==> config.mk <==
export PLATFORM = sky130hd
export DESIGN_NAME = cfj_top
export DESIGN_NICKNAME = d
export VERILOG_FILES = /design/src/logic/cfj_pkg.sv /design/src/logic/cfj_sync.sv /design/src/logic/cfj_top.sv
export SDC_FILE = /design/constraint.sdc
export NUM_CORES = 1
export LEC_CHECK = 0
export ABC_CLOCK_PERIOD_IN_PS = 3300
export BUFFER_PORTS_ARGS = -buffer_cell sky130_fd_sc_hd__buf_2
export CAP_MARGIN = 25
export CORE_MARGIN = 1
export CORE_UTILIZATION = 53
export CTS_CLUSTER_DIAMETER = 60
export DETAILED_ROUTE_END_ITERATION = 16
export GPL_TIMING_DRIVEN = 0
export PLACE_DENSITY = 0.67
export SETUP_SLACK_MARGIN = 0.2
export SLEW_MARGIN = 40
export SYNTH_ARGS = -nofsm -noshare
export SYNTH_HDL_FRONTEND = slang
export SYNTH_SLANG_ARGS = --single-unit
export TNS_END_PERCENT = 100
==> constraint.sdc <==
create_clock -name core_clk -period 3.3 [get_ports core_clk]
set_clock_uncertainty 0.15 [all_clocks]
set_input_delay 0.33 -clock core_clk [delete_from_list [all_inputs] [get_ports core_clk]]
set_output_delay 0.33 -clock core_clk [all_outputs]
set_load 0.02 [all_outputs]
==> src/logic/cfj_pkg.sv <==
// cfj_pkg: constants and types shared by the configuration/test pin block
// assumes a 250 MHz core clock; the test clock is sampled, never used as a clock
package cfj_pkg;

    localparam int unsigned CORE_CLK_PS   = 4000;   // core clock period in ps
    localparam int unsigned CRST_MIN_NS   = 320;    // least low width of reconfig request, ns
    // least time rounds up to whole core cycles
    localparam int unsigned CRST_MIN_CYC  = (CRST_MIN_NS * 1000 + CORE_CLK_PS - 1) / CORE_CLK_PS;
    localparam int unsigned CRST_CNT_W    = 8;      // width of the pulse-width counter
    // synchroniser reset, {tck, tms, tdi, done line, request}: the test clock
    // idles low so no false edge follows reset, pulled-up pins read one, and
    // the done line reads held low so nothing can enter user mode early
    localparam logic [4:0]  PIN_RST_VAL   = 5'h0d;

    localparam int unsigned IR_LEN        = 4;      // instruction register length
    localparam logic [3:0]  IR_BYPASS     = 4'hf;   // all ones selects bypass
    localparam logic [3:0]  IR_IDCODE     = 4'h3;   // identification register
    localparam logic [3:0]  IR_ENTERUSER  = 4'h7;   // leave configuration, go to user mode
    localparam logic [3:0]  IR_CAPTURE    = 4'h1;   // fixed capture pattern, low bits 01
    localparam logic [31:0] IDCODE_VAL    = 32'h0000_0001; // arbitrary value, lsb one
    localparam int unsigned ID_LEN        = 32;     // identification register length

    localparam int unsigned CFG_LOAD_CYC  = 64;     // length of an internal configuration load
    localparam int unsigned CFG_CNT_W     = 7;      // width of the load counter

    // sixteen-state test access port controller, one-hot
    typedef enum logic [15:0] {
        CFJ_RESET   = 16'h0001,
        CFJ_IDLE    = 16'h0002,
        CFJ_SEL_DR  = 16'h0004,
        CFJ_CAP_DR  = 16'h0008,
        CFJ_SH_DR   = 16'h0010,
        CFJ_EX1_DR  = 16'h0020,
        CFJ_PAU_DR  = 16'h0040,
        CFJ_EX2_DR  = 16'h0080,
        CFJ_UPD_DR  = 16'h0100,
        CFJ_SEL_IR  = 16'h0200,
        CFJ_CAP_IR  = 16'h0400,
        CFJ_SH_IR   = 16'h0800,
        CFJ_EX1_IR  = 16'h1000,
        CFJ_PAU_IR  = 16'h2000,
        CFJ_EX2_IR  = 16'h4000,
        CFJ_UPD_IR  = 16'h8000
    } cfj_tap_t;

    // device configuration progress, one-hot
    typedef enum logic [2:0] {
        CFJ_LOADING = 3'h1,
        CFJ_DONE    = 3'h2,
        CFJ_USER    = 3'h4
    } cfj_cfg_t;

    // test port pins as seen by the core (already synchronised)
    typedef struct packed {
        logic tck;
        logic tms;
        logic tdi;
    } cfj_jtag_in_t;

    // serial output pin with its enable
    typedef struct packed {
        logic tdo;
        logic tdo_oe;
    } cfj_jtag_out_t;

endpackage : cfj_pkg

==> src/logic/cfj_sync.sv <==
// cfj_sync: two-flop synchroniser for a bus of pin inputs
// assumes inputs are asynchronous to core_clk; reset value given per bit
`timescale 1ns/10ps
module cfj_sync #(
    parameter int unsigned W = 1
) (
    input  wire logic         core_clk,
    input  wire logic         nrst,
    input  wire logic         clk_en,
    input  wire logic [W-1:0] rst_val,
    input  wire logic [W-1:0] din,
    output logic      [W-1:0] dout
);
    logic [W-1:0] meta_q;   // first stage, read only by the second
    logic [W-1:0] sync_q;   // second stage

    // reset takes the constant that the caller ties on rst_val
    always_ff @(posedge core_clk) begin
        if (!nrst) begin
            meta_q <= rst_val;
            sync_q <= rst_val;
        end else if (clk_en) begin
            meta_q <= din;
            sync_q <= meta_q;
        end
    end

    assign dout = sync_q;

endmodule : cfj_sync

==> src/logic/cfj_top.sv <==
// cfj_top: configuration-done line, reconfiguration trigger and test access port
// assumes all pins are asynchronous to core_clk; tck is oversampled (tck <= ~30 MHz)
//
// Behaviour
// - done line only pulled low or released
// - release done line only after configuration completes
// - no entry to user mode while done line held low
// - start configuration on request rising edge after least low width
// - request reloads configuration, never resets user logic
// - configuration pins keep role after configuration
// - sample mode-select and data on clock rise
// - update serial output after clock fall
// - undriven mode-select reads as one
// - data input routes to instruction or data register
// - undriven data input reads as one
// - serial output from instruction or data register
// - delay through path equals register length
// - serial output released when not shifting
`timescale 1ns/10ps
module cfj_top
    import cfj_pkg::*;
(
    input  wire logic core_clk,
    input  wire logic nrst,
    input  wire logic clk_en,
    input  wire logic config_done_line_in,   // level seen on the shared done line
    output logic      config_done_line_out,  // always 0; only the enable pulls
    output logic      config_done_line_oe,   // high pulls the line low
    input  wire logic reconfig_req_n,        // reconfiguration request, active low
    input  wire logic tck,
    input  wire logic tms,                   // pad pull-up: floating reads 1
    input  wire logic tdi,                   // pad pull-up: floating reads 1
    output logic      tdo,
    output logic      tdo_oe,
    output logic      user_mode,             // device is in user mode
    output logic      cfg_reload             // one-cycle pulse: reload started
);
    cfj_jtag_in_t  pin_s;       // synchronised test pins
    logic          done_s;      // synchronised done line
    logic          req_n_s;     // synchronised request
    logic          tck_q;       // previous synchronised test clock
    logic          tck_rise;    // test clock rising edge seen
    logic          tck_fall;    // test clock falling edge seen
    cfj_tap_t      tap_q;       // controller state
    cfj_tap_t      tap_d;
    logic [IR_LEN-1:0] ir_sh_q; // instruction shift stage
    logic [IR_LEN-1:0] ir_q;    // instruction in force
    logic [ID_LEN-1:0] dr_sh_q; // data shift stage (id or bypass)
    cfj_jtag_out_t out_q;       // serial output pin state
    cfj_cfg_t      cfg_q;       // configuration progress
    logic [CFG_CNT_W-1:0]  load_cnt_q;   // cycles into the current load
    logic [CRST_CNT_W-1:0] low_cnt_q;    // cycles the request has been low
    logic          req_armed_q;          // low long enough to count
    logic          enter_user_q;         // host asked to enter user mode
    logic          req_n_q;              // previous synchronised request
    logic          req_rise;

    // is the path being shifted in this state (output enabled)
    function automatic logic cfj_shifting(input cfj_tap_t s);
        return (s == CFJ_SH_DR) || (s == CFJ_SH_IR);
    endfunction : cfj_shifting

    // selected data register is the one-bit bypass unless id is loaded
    function automatic logic cfj_is_id(input logic [IR_LEN-1:0] ir);
        return ir == IR_IDCODE;
    endfunction : cfj_is_id

    // every pin crosses two flip-flops first; tms/tdi reset to one as if
    // floating on the pull-up, tck to its idle low, the done line to low (held)
    cfj_sync #(.W(5)) u_sync (
        .core_clk (core_clk),
        .nrst     (nrst),
        .clk_en   (clk_en),
        .rst_val  (PIN_RST_VAL),
        .din      ({tck, tms, tdi, config_done_line_in, reconfig_req_n}),
        .dout     ({pin_s.tck, pin_s.tms, pin_s.tdi, done_s, req_n_s})
    );

    // test clock edge detector reads only the synchronised copy; it resets
    // to the idle level of the pin so release of reset shows no edge
    always_ff @(posedge core_clk) begin
        if (!nrst) begin
            tck_q <= PIN_RST_VAL[4];
        end else if (clk_en) begin
            tck_q <= pin_s.tck;
        end
    end
    assign tck_rise = clk_en & pin_s.tck & ~tck_q;
    assign tck_fall = clk_en & ~pin_s.tck & tck_q;

    // next controller state from sampled mode-select
    always_comb begin
        tap_d = tap_q;
        unique case (tap_q)
            CFJ_RESET:  tap_d = pin_s.tms ? CFJ_RESET  : CFJ_IDLE;
            CFJ_IDLE:   tap_d = pin_s.tms ? CFJ_SEL_DR : CFJ_IDLE;
            CFJ_SEL_DR: tap_d = pin_s.tms ? CFJ_SEL_IR : CFJ_CAP_DR;
            CFJ_CAP_DR: tap_d = pin_s.tms ? CFJ_EX1_DR : CFJ_SH_DR;
            CFJ_SH_DR:  tap_d = pin_s.tms ? CFJ_EX1_DR : CFJ_SH_DR;
            CFJ_EX1_DR: tap_d = pin_s.tms ? CFJ_UPD_DR : CFJ_PAU_DR;
            CFJ_PAU_DR: tap_d = pin_s.tms ? CFJ_EX2_DR : CFJ_PAU_DR;
            CFJ_EX2_DR: tap_d = pin_s.tms ? CFJ_UPD_DR : CFJ_SH_DR;
            CFJ_UPD_DR: tap_d = pin_s.tms ? CFJ_SEL_DR : CFJ_IDLE;
            CFJ_SEL_IR: tap_d = pin_s.tms ? CFJ_RESET  : CFJ_CAP_IR;
            CFJ_CAP_IR: tap_d = pin_s.tms ? CFJ_EX1_IR : CFJ_SH_IR;
            CFJ_SH_IR:  tap_d = pin_s.tms ? CFJ_EX1_IR : CFJ_SH_IR;
            CFJ_EX1_IR: tap_d = pin_s.tms ? CFJ_UPD_IR : CFJ_PAU_IR;
            CFJ_PAU_IR: tap_d = pin_s.tms ? CFJ_EX2_IR : CFJ_PAU_IR;
            CFJ_EX2_IR: tap_d = pin_s.tms ? CFJ_UPD_IR : CFJ_SH_IR;
            CFJ_UPD_IR: tap_d = pin_s.tms ? CFJ_SEL_DR : CFJ_IDLE;
            default:    tap_d = CFJ_RESET;   // illegal one-hot code recovers
        endcase
    end

    // controller advances only on a test clock rise
    always_ff @(posedge core_clk) begin
        if (!nrst) begin
            tap_q <= CFJ_RESET;
        end else if (tck_rise) begin
            tap_q <= tap_d;
        end
    end

    // instruction path: capture, shift on rise, load on update
    always_ff @(posedge core_clk) begin
        if (!nrst) begin
            ir_sh_q <= IR_CAPTURE;
            ir_q    <= IR_IDCODE;
        end else if (tck_rise) begin
            if (tap_q == CFJ_RESET) begin
                ir_q <= IR_IDCODE;                          // reset selects id
            end else if (tap_q == CFJ_CAP_IR) begin
                ir_sh_q <= IR_CAPTURE;
            end else if (tap_q == CFJ_SH_IR) begin
                ir_sh_q <= {pin_s.tdi, ir_sh_q[IR_LEN-1:1]};
            end else if (tap_q == CFJ_UPD_IR) begin
                ir_q <= ir_sh_q;
            end
        end
    end

    // data path: id is 32 long, bypass uses only bit 0 so its length is one
    always_ff @(posedge core_clk) begin
        if (!nrst) begin
            dr_sh_q <= '0;
        end else if (tck_rise) begin
            if (tap_q == CFJ_CAP_DR) begin
                dr_sh_q <= cfj_is_id(ir_q) ? IDCODE_VAL : '0;
            end else if (tap_q == CFJ_SH_DR) begin
                if (cfj_is_id(ir_q)) begin
                    dr_sh_q <= {pin_s.tdi, dr_sh_q[ID_LEN-1:1]};
                end else begin
                    dr_sh_q <= {{(ID_LEN-1){1'b0}}, pin_s.tdi};
                end
            end
        end
    end

    // serial output changes only after a fall; enabled only while shifting
    always_ff @(posedge core_clk) begin
        if (!nrst) begin
            out_q <= '0;
        end else if (tck_fall) begin
            out_q.tdo_oe <= cfj_shifting(tap_q);
            out_q.tdo    <= (tap_q == CFJ_SH_IR) ? ir_sh_q[0]
                                                 : dr_sh_q[0];
        end
    end
    assign tdo    = out_q.tdo;
    assign tdo_oe = out_q.tdo_oe;

    // enter-user instruction takes effect at update of instruction
    always_ff @(posedge core_clk) begin
        if (!nrst) begin
            enter_user_q <= 1'b0;
        end else if (cfg_reload) begin
            enter_user_q <= 1'b0;
        end else if (tck_rise && tap_q == CFJ_UPD_IR && ir_sh_q == IR_ENTERUSER) begin
            enter_user_q <= 1'b1;
        end
    end

    // request: count low time; a rise only counts after the least width
    always_ff @(posedge core_clk) begin
        if (!nrst) begin
            req_n_q     <= 1'b1;
            low_cnt_q   <= '0;
            req_armed_q <= 1'b0;
        end else if (clk_en) begin
            req_n_q <= req_n_s;
            if (req_n_s) begin
                low_cnt_q   <= '0;
                req_armed_q <= 1'b0;
            end else if (low_cnt_q == CRST_CNT_W'(CRST_MIN_CYC - 1)) begin
                req_armed_q <= 1'b1;
            end else begin
                low_cnt_q <= low_cnt_q + 1'b1;
            end
        end
    end
    assign req_rise   = clk_en & req_n_s & ~req_n_q;
    assign cfg_reload = req_rise & req_armed_q;

    // configuration progress; the request restarts only this machine and the enter-user flag,
    // never the test port or anything of the user's
    always_ff @(posedge core_clk) begin
        if (!nrst) begin
            cfg_q      <= CFJ_LOADING;
            load_cnt_q <= '0;
        end else if (clk_en) begin
            if (cfg_reload) begin
                cfg_q      <= CFJ_LOADING;
                load_cnt_q <= '0;
            end else begin
                unique case (cfg_q)
                    CFJ_LOADING: begin
                        if (load_cnt_q == CFG_CNT_W'(CFG_LOAD_CYC - 1)) begin
                            cfg_q <= CFJ_DONE;
                        end else begin
                            load_cnt_q <= load_cnt_q + 1'b1;
                        end
                    end
                    CFJ_DONE: begin
                        if (done_s && enter_user_q) begin
                            cfg_q <= CFJ_USER;
                        end
                    end
                    CFJ_USER: cfg_q <= CFJ_USER;
                    default:  cfg_q <= CFJ_LOADING;
                endcase
            end
        end
    end

    // done line: low until loaded, then released; never driven high.
    // pins stay dedicated in user mode: no path to general I/O
    assign config_done_line_out = 1'b0;
    assign config_done_line_oe  = (cfg_q == CFJ_LOADING);
    assign user_mode            = (cfg_q == CFJ_USER);

endmodule : cfj_top

==> results of run 1 <==
==> logic make-up after synthesis <==
kind of cell,Yosys count,synth area share [%]
AND/OR/NAND/NOR,227,30.51
flip-flops,90,40.49
AO/OA/AOI/OAI,72,11.02
multiplexers,44,9.899
buffers and inverters,43,4.471
XOR/XNOR,15,2.953
adder cells (fa/ha/maj),2,0.5623
other,1,0.08428
==> final timing paths <==
path                  startpoint          endpoint  slack, ns
setup reg to reg        tap_q[6]        dr_sh_q[0]       0.45
hold reg to reg          ir_q[3]           ir_q[3]       0.33
hold / removal    reconfig_req_n  u_sync.meta_q[0]       0.05
setup / recovery        tap_q[6]        dr_sh_q[0]       0.45
==> worst max-delay path, delay by kind of cell, from the launching register on <==
kind	cells	cell delay, ns
compound gates	3	0.55
buf+inv	3	0.52
flops	1	0.31
simple gates	2	1.21
==> routing by layer <==
| metal | share of wire (%) | routed length (µm) | GRT usage (%) |
|---|---|---|---|
| met5 | 0 | 0 | 0 |
| met4 | 1.6 | 154 | 8.590 |
| met3 | 3.2 | 309 | 3.171 |
| met2 | 47 | 4479 | 38.05 |
| met1 | 49 | 4668 | 31.31 |
==> Yosys cell counts, drive strengths merged, types with 7 or more instances <==
cell type	count
dfxtp	90
nor2b	49
mux2i	44
nand2	38
nor3b	34
clkbuf	32
nor2	24
o21ai	15
a21oi	12
nor3	12
nand3	11
nand4	10
buf	9
a21boi	8
nor4	8
xnor2	8
a22oi	7
or4	7
xor2	7
==> cell type report <==
| class | instances | area, µm² | share of cell area [%] |
|---|---|---|---|
| well taps | 105 | 131.4 | 2.732 |
| clock buffers | 10 | 127.6 | 2.654 |
| inverters | 2 | 7.507 | 0.1561 |
| repair buffers | 10 | 50.05 | 1.041 |
| clock inverters | 6 | 50.05 | 1.041 |
| multi-input cells | 361 | 2449 | 50.92 |
| plain buffers | 41 | 191.4 | 3.981 |
| flip-flops and latches | 90 | 1802 | 37.47 |
==> cell usage in the layout, fill, tap and decap left out, types with 6 or more instances in the layout <==
cell type and n:
clkbuf_1 33, a21oi_1 12, nor2_1 24, or4_1 7, dfxtp_1 90, o21ai_0 13, mux2i_1 44, o22ai_1 6
nor2b_1 49, xnor2_1 8, clkbuf_8 9, buf_2 13, nand3_1 11, nand2_1 38, nor3_1 12, xor2_1 7
a22oi_1 7, nor4b_1 6, nand4_1 10, nor3b_1 34, nor4_1 6
==> state kept, by name, indices dropped and copies added (netlist names), 3 cells and up <==
name,flops
load_cnt_q,7
cfg_q,3
ir_sh_q,4
u_sync.dout,5
u_sync.meta_q,5
low_cnt_q,8
dr_sh_q,32
ir_q,4
tap_q,16
==> power by group through the flow <==
| stage | clock network (mW) | logic, mW | registers, mW |
|---|---|---|---|
| after floorplan | 0 | 0.0552 | 1.13 |
| final | 0.703 | 0.0774 | 1.10 |
| after CTS | 0.720 | 0.0777 | 1.10 |
| after global placement | 0 | 0.0771 | 1.13 |
| after global routing | 0.767 | 0.0848 | 1.11 |
| after detailed placement | 0 | 0.0772 | 1.13 |
==> results by group, run 1 <==
Outcome
  • Run status: completed

GRT
  • First-pass GRT wire length: 15920 µm
  • Antenna violations before repair: 0
  • Congestion Overflow GR: 0
  • Gr usage total: 23.31%
  • Largest net degree at the start of global routing: 17
  • Vias in the first global route: 3312

Worst setup path
  • Critical Path RT: 3.40 ns
  • CP peak stage delay: 0.65 ns
  • Critical Path Most Common Cell: buf_6
  • Critical path cell sequence: clkbuf_1 -> or4_1 -> nor4_4 -> a22o_1 -> buf_6 -> buf_6 -> o221ai_1 -> o211a_1
  • Worst r2r path cells: 8
  • Crit path launch type: flip-flop
  • CP max FO: 10
  • CP max stage cell: or4_1
  • Critical path class: flip-flop to flip-flop
  • Worst Path Arrival: 2.95 ns
  • Crit. End Element: flip-flop

Detailed routing
  • WL final: 9611 µm
  • Via count: 3581
  • Antenna Nets Post-Route: 0
  • DR DRC count: 0
  • Via-to-Cell Ratio: 5.730
  • Drt pass-1 iters: 4
  • Wire per inst: 15.38 µm
  • DR iter-0 viols: 122

Power and ir drop
  • Pwr Total: 1.884 mW
  • Clock network fraction of design power: 37.3%
  • PwrDens: 391.7 nW/µm²
  • Register share of total power: 58.6%
  • Switching share of power: 25.06%
  • Maximum vdd drop: 0.2512 mV
  • Combinational share of power: 4.1%
  • Pint: 1.411 mW
  • NetSw: 0.4721 mW
  • Leakage: 1.658 nW

STA
  • Crit share post-route: 86.27%
  • Final min period: 2.847 ns
  • Final setup margin: 0.4530 ns
  • # setup viols final: 0
  • Fin. Hold Viols: 0
  • Final Max Tran Viols: 0
  • Worst slew pin tran: 0.8242 ns
  • Worst slew margin: 44.55%
  • Hold_ws: 0.04537 ns
  • Fmax: 351.2 MHz
  • Setup tns final: 0 ns
  • RSZ-0062 raised after global routing: false

Placed design
  • Final HPWL DP: 6780 µm
  • I/O Buffers: 10
  • Cell area after placement: 4631 µm²
  • GPL Wtd Cong: 0.8905
  • DP Cell Count: 609
  • Dpl ws: 0.4631 ns

Clock network
  • CTS Buf Count: 9
  • Clock Pin Slew Worst Setup and Hold Paths: 0.10 ns
  • CTS tree: built
  • Hold buffers post-CTS: 0
  • Postcts setup bufs: 0
  • Clock root cell: clkbuf_8
  • Clock Sinks: 90
  • Clock buffer depth: 2
  • H-tree lvl count: 3
  • Worst-Skew Late Latency: 0.36 ns
  • Post-CTS sizing: 0

Finish
  • Design area: 4808 µm²
  • Area growth, synth to finish: 8.071%
  • Cell Count, Final, Fillers Out: 625
  • ANT cells: 0
  • Layout Utilization: 58.82%
  • Post-layout nets: 525
  • Number of fill cells: 768
  • Ratio of cells with drive above 1 in the final layout: 7.500%

Logic synthesis
  • Cell taking the most area after synthesis: dfxtp_1
  • Syn Area/Cell: 9.007 µm²
  • Post-Syn Instances: 494
  • Fraction of registers with async set or reset after synthesis: 0%
  • Ys flop type: dfxtp_1
  • Sequential share of the synthesized area: 40.49%
  • Synth cell types: 61
  • Post-synth top area share: 40.49%
  • Ys Warns: 0
  • Synthesized Nets: 504
  • Number of flops mapped to enable cells by yosys: 0
  • Synth area leaders: dfxtp_1, mux2i_1, nor2b_1
  • FF+latch count, synth: 90
  • Syn Std Cell Area: 4449 µm²

Floorplan
  • FP Rows: 33
  • DIE WIDTH: 93.63 µm
  • # IOs: 14
  • Die footprint: 8766 µm²
  • Die H: 93.63 µm
  • Starting Density: 54.42%
  • Core Box Area: 8175 µm²

Flow run
  • Max cap viols: 0

Hold path
  • Hold Path Depth: 3
  • Class of the worst hold path: input pin to flip-flop
No activity file was read; power rests on OpenSTA's default activity.
==> run 2: changes to the inputs <==
--- a/config.mk
+++ b/config.mk
@@ -14,6 +14,7 @@
 export DETAILED_ROUTE_END_ITERATION = 16
 export GPL_TIMING_DRIVEN = 0
 export PLACE_DENSITY = 0.67
+export REMOVE_ABC_BUFFERS = 1
 export SETUP_SLACK_MARGIN = 0.2
 export SLEW_MARGIN = 40
 export SYNTH_ARGS = -nofsm -noshare
==> run 2 against run 1 <==
Net effect:
- clock-buffer cell count unchanged
- via count fell by 4.9%
- sequential power barely moved
- final cell count is 5.6% lower
- die area unchanged
- clock power up 16%
- first-iteration DRC count increased by 48%
- sequential share of layout area grew 0.69 points
- critical path depth fell by 3
- core utilization decreased by 1.1 points
- critical endpoint unchanged
==> results by group, run 2 (synthesis results as in run 1) <==
Outcome
  • Run status: completed

Worst setup path
  • Crit path launch type: flip-flop
  • Reg2reg end: dr_sh_q[0]
  • Critical path cell sequence: or4_1 -> nor4_2 -> a22o_4 -> o221ai_1 -> o211a_1
  • Worst r2r path cells: 5
  • Crit. End Element: flip-flop
  • FF-to-FF Start: tap_q[13]
  • Setup crit start: tap_q[13]
  • CP max FO: 34
  • Critical Path RT: 3.40 ns
  • FF-to-FF setup slack: 0.47 ns
  • Critical path class: flip-flop to flip-flop
  • Worst Path Arrival: 2.93 ns
  • CP max stage cell: or4_1
  • CP peak stage delay: 0.69 ns

Clock network
  • H-tree lvl count: 3
  • Worst-Skew Late Latency: 0.35 ns
  • Hold buffers post-CTS: 0
  • Clock Pin Slew Worst Setup and Hold Paths: 0.09 ns
  • Postcts setup bufs: 0
  • Post-CTS sizing: 0
  • CTS Buf Count: 9
  • CTS tree: built
  • Clock root cell: clkbuf_8
  • Clock buffer depth: 2
  • Clock Sinks: 90

Floorplan
  • DIE WIDTH: 93.63 µm
  • Core Box Area: 8175 µm²
  • Die H: 93.63 µm
  • Starting Density: 54.42%
  • FP Rows: 33
  • # IOs: 14
  • Die footprint: 8766 µm²

Finish
  • Top flop regs: dr_sh_q (32), tap_q (16), low_cnt_q (8)
  • Design area: 4722 µm²
  • Commonest non-fill, non-tap cell in the layout: dfxtp_1
  • Post-layout nets: 490
  • ANT cells: 0
  • Number of flip-flops in the largest register: 32
  • Commonest non-fill, non-tap cells in the layout: dfxtp_1, nor2b_1, mux2i_1, nand2_1, nor3b_1
  • Layout Utilization: 57.76%
  • Area growth, synth to finish: 6.131%
  • Ratio of cells with drive above 1 in the final layout: 8.247%
  • Register bank with the most flops: dr_sh_q

STA
  • Final setup margin: 0.4689 ns
  • Worst slew pin tran: 0.6945 ns
  • RSZ-0062 raised after global routing: false
  • Crit share post-route: 85.79%
  • # setup viols final: 0
  • Final min period: 2.831 ns
  • Final Max Tran Viols: 0
  • Fmax: 353.2 MHz
  • Setup tns final: 0 ns
  • Worst slew margin: 53.27%
  • Fin. Hold Viols: 0

Placed design
  • Final HPWL DP: 5324 µm
  • Cell area after placement: 4488 µm²
  • I/O Buffers: 12
  • Dpl ws: 0.4797 ns
  • GPL Wtd Cong: 0.9055

GRT
  • Gr usage total: 20.36%
  • First-pass GRT wire length: 14270 µm
  • Largest net degree at the start of global routing: 81
  • Congestion Overflow GR: 0
  • Antenna violations before repair: 0
  • Vias in the first global route: 3000

Power and ir drop
  • Maximum vdd drop: 0.2961 mV
  • Leakage: 1.632 nW
  • PwrDens: 421.2 nW/µm²
  • Pwr Total: 1.989 mW

Hold path
  • Class of the worst hold path: input pin to flip-flop
  • Hold Path Depth: 3
  • Hold Crit Endpoint: u_sync.meta_q[3]
  • Min-delay src: tms

Detailed routing
  • Antenna Nets Post-Route: 0
  • Wire per inst: 14.23 µm
  • DR DRC count: 0
  • Drt pass-1 iters: 4
  • Via-to-Cell Ratio: 5.773
  • Via count: 3406
  • DR iter-0 viols: 180
  • WL final: 8395 µm

Flow run
  • Max cap viols: 0
## run 2: cell types whose count changed in the layout (fill, tap and decap cells not counted), moves of 2 or more
cell       before  now
buf_4           1    4
buf_2          13   11
clkbuf_1       33    1
buf_6           4    1
bufinv_16       0    2
## run 2: worst max-delay path: cells and delay by family (launching register included)
kind | cells | cell delay [ns]
AOI/OAI and AO/OA | 3 | 0.92
DFF | 1 | 0.42
and+or+nand+nor | 2 | 1.22
## run 2: per-stage QoR
step | hold slack (ns) | cells
5_1_grt | 0.03472 | 590
4_1_cts | 0.02618 | 589
3_3_place_gp | 0.2793 | 570
3_5_place_dp | 0.2871 | 573
2_1_floorplan | 0.2419 | 453
6_report | 0.04182 | 590
## run 2: power by group
part           total (mW)  switching [mW]  internal, mW
Combinational      0.0669          0.0385        0.0284
Clock               0.817           0.389         0.428
Sequential           1.10         0.00914          1.10
## run 2: worst max path at each step
stage | depth (start not counted) | endpoint | slack (ns)
final | 5 | dr_sh_q[0] | 0.47
after global placement | 5 | dr_sh_q[0] | -1.65
after floorplan | 5 | dr_sh_q[0] | -0.78
after global routing | 5 | dr_sh_q[0] | 0.29
after detailed placement | 5 | dr_sh_q[0] | 0.48
after CTS | 5 | dr_sh_q[0] | 0.47
## run 2: final cells by class
class	instances	area (µm²)
fillers	734	3453
inverters	2	7.507
clock buffers	10	127.6
well taps	105	131.4
multi-input cells	361	2469
clock inverters	6	88.84
repair buffers	16	96.34
flip-flops and latches	90	1802
## run 2: layer usage
metal	up-vias	share of wire [%]	routed length [µm]	track usage, %
met1	1610	51	4267	27.86
met2	55	44	3735	31.50
met3	8	3.4	283	4.228
li1	1733	-	-	-
met4	0	1.3	108	7.564
met5	-	0	0	0
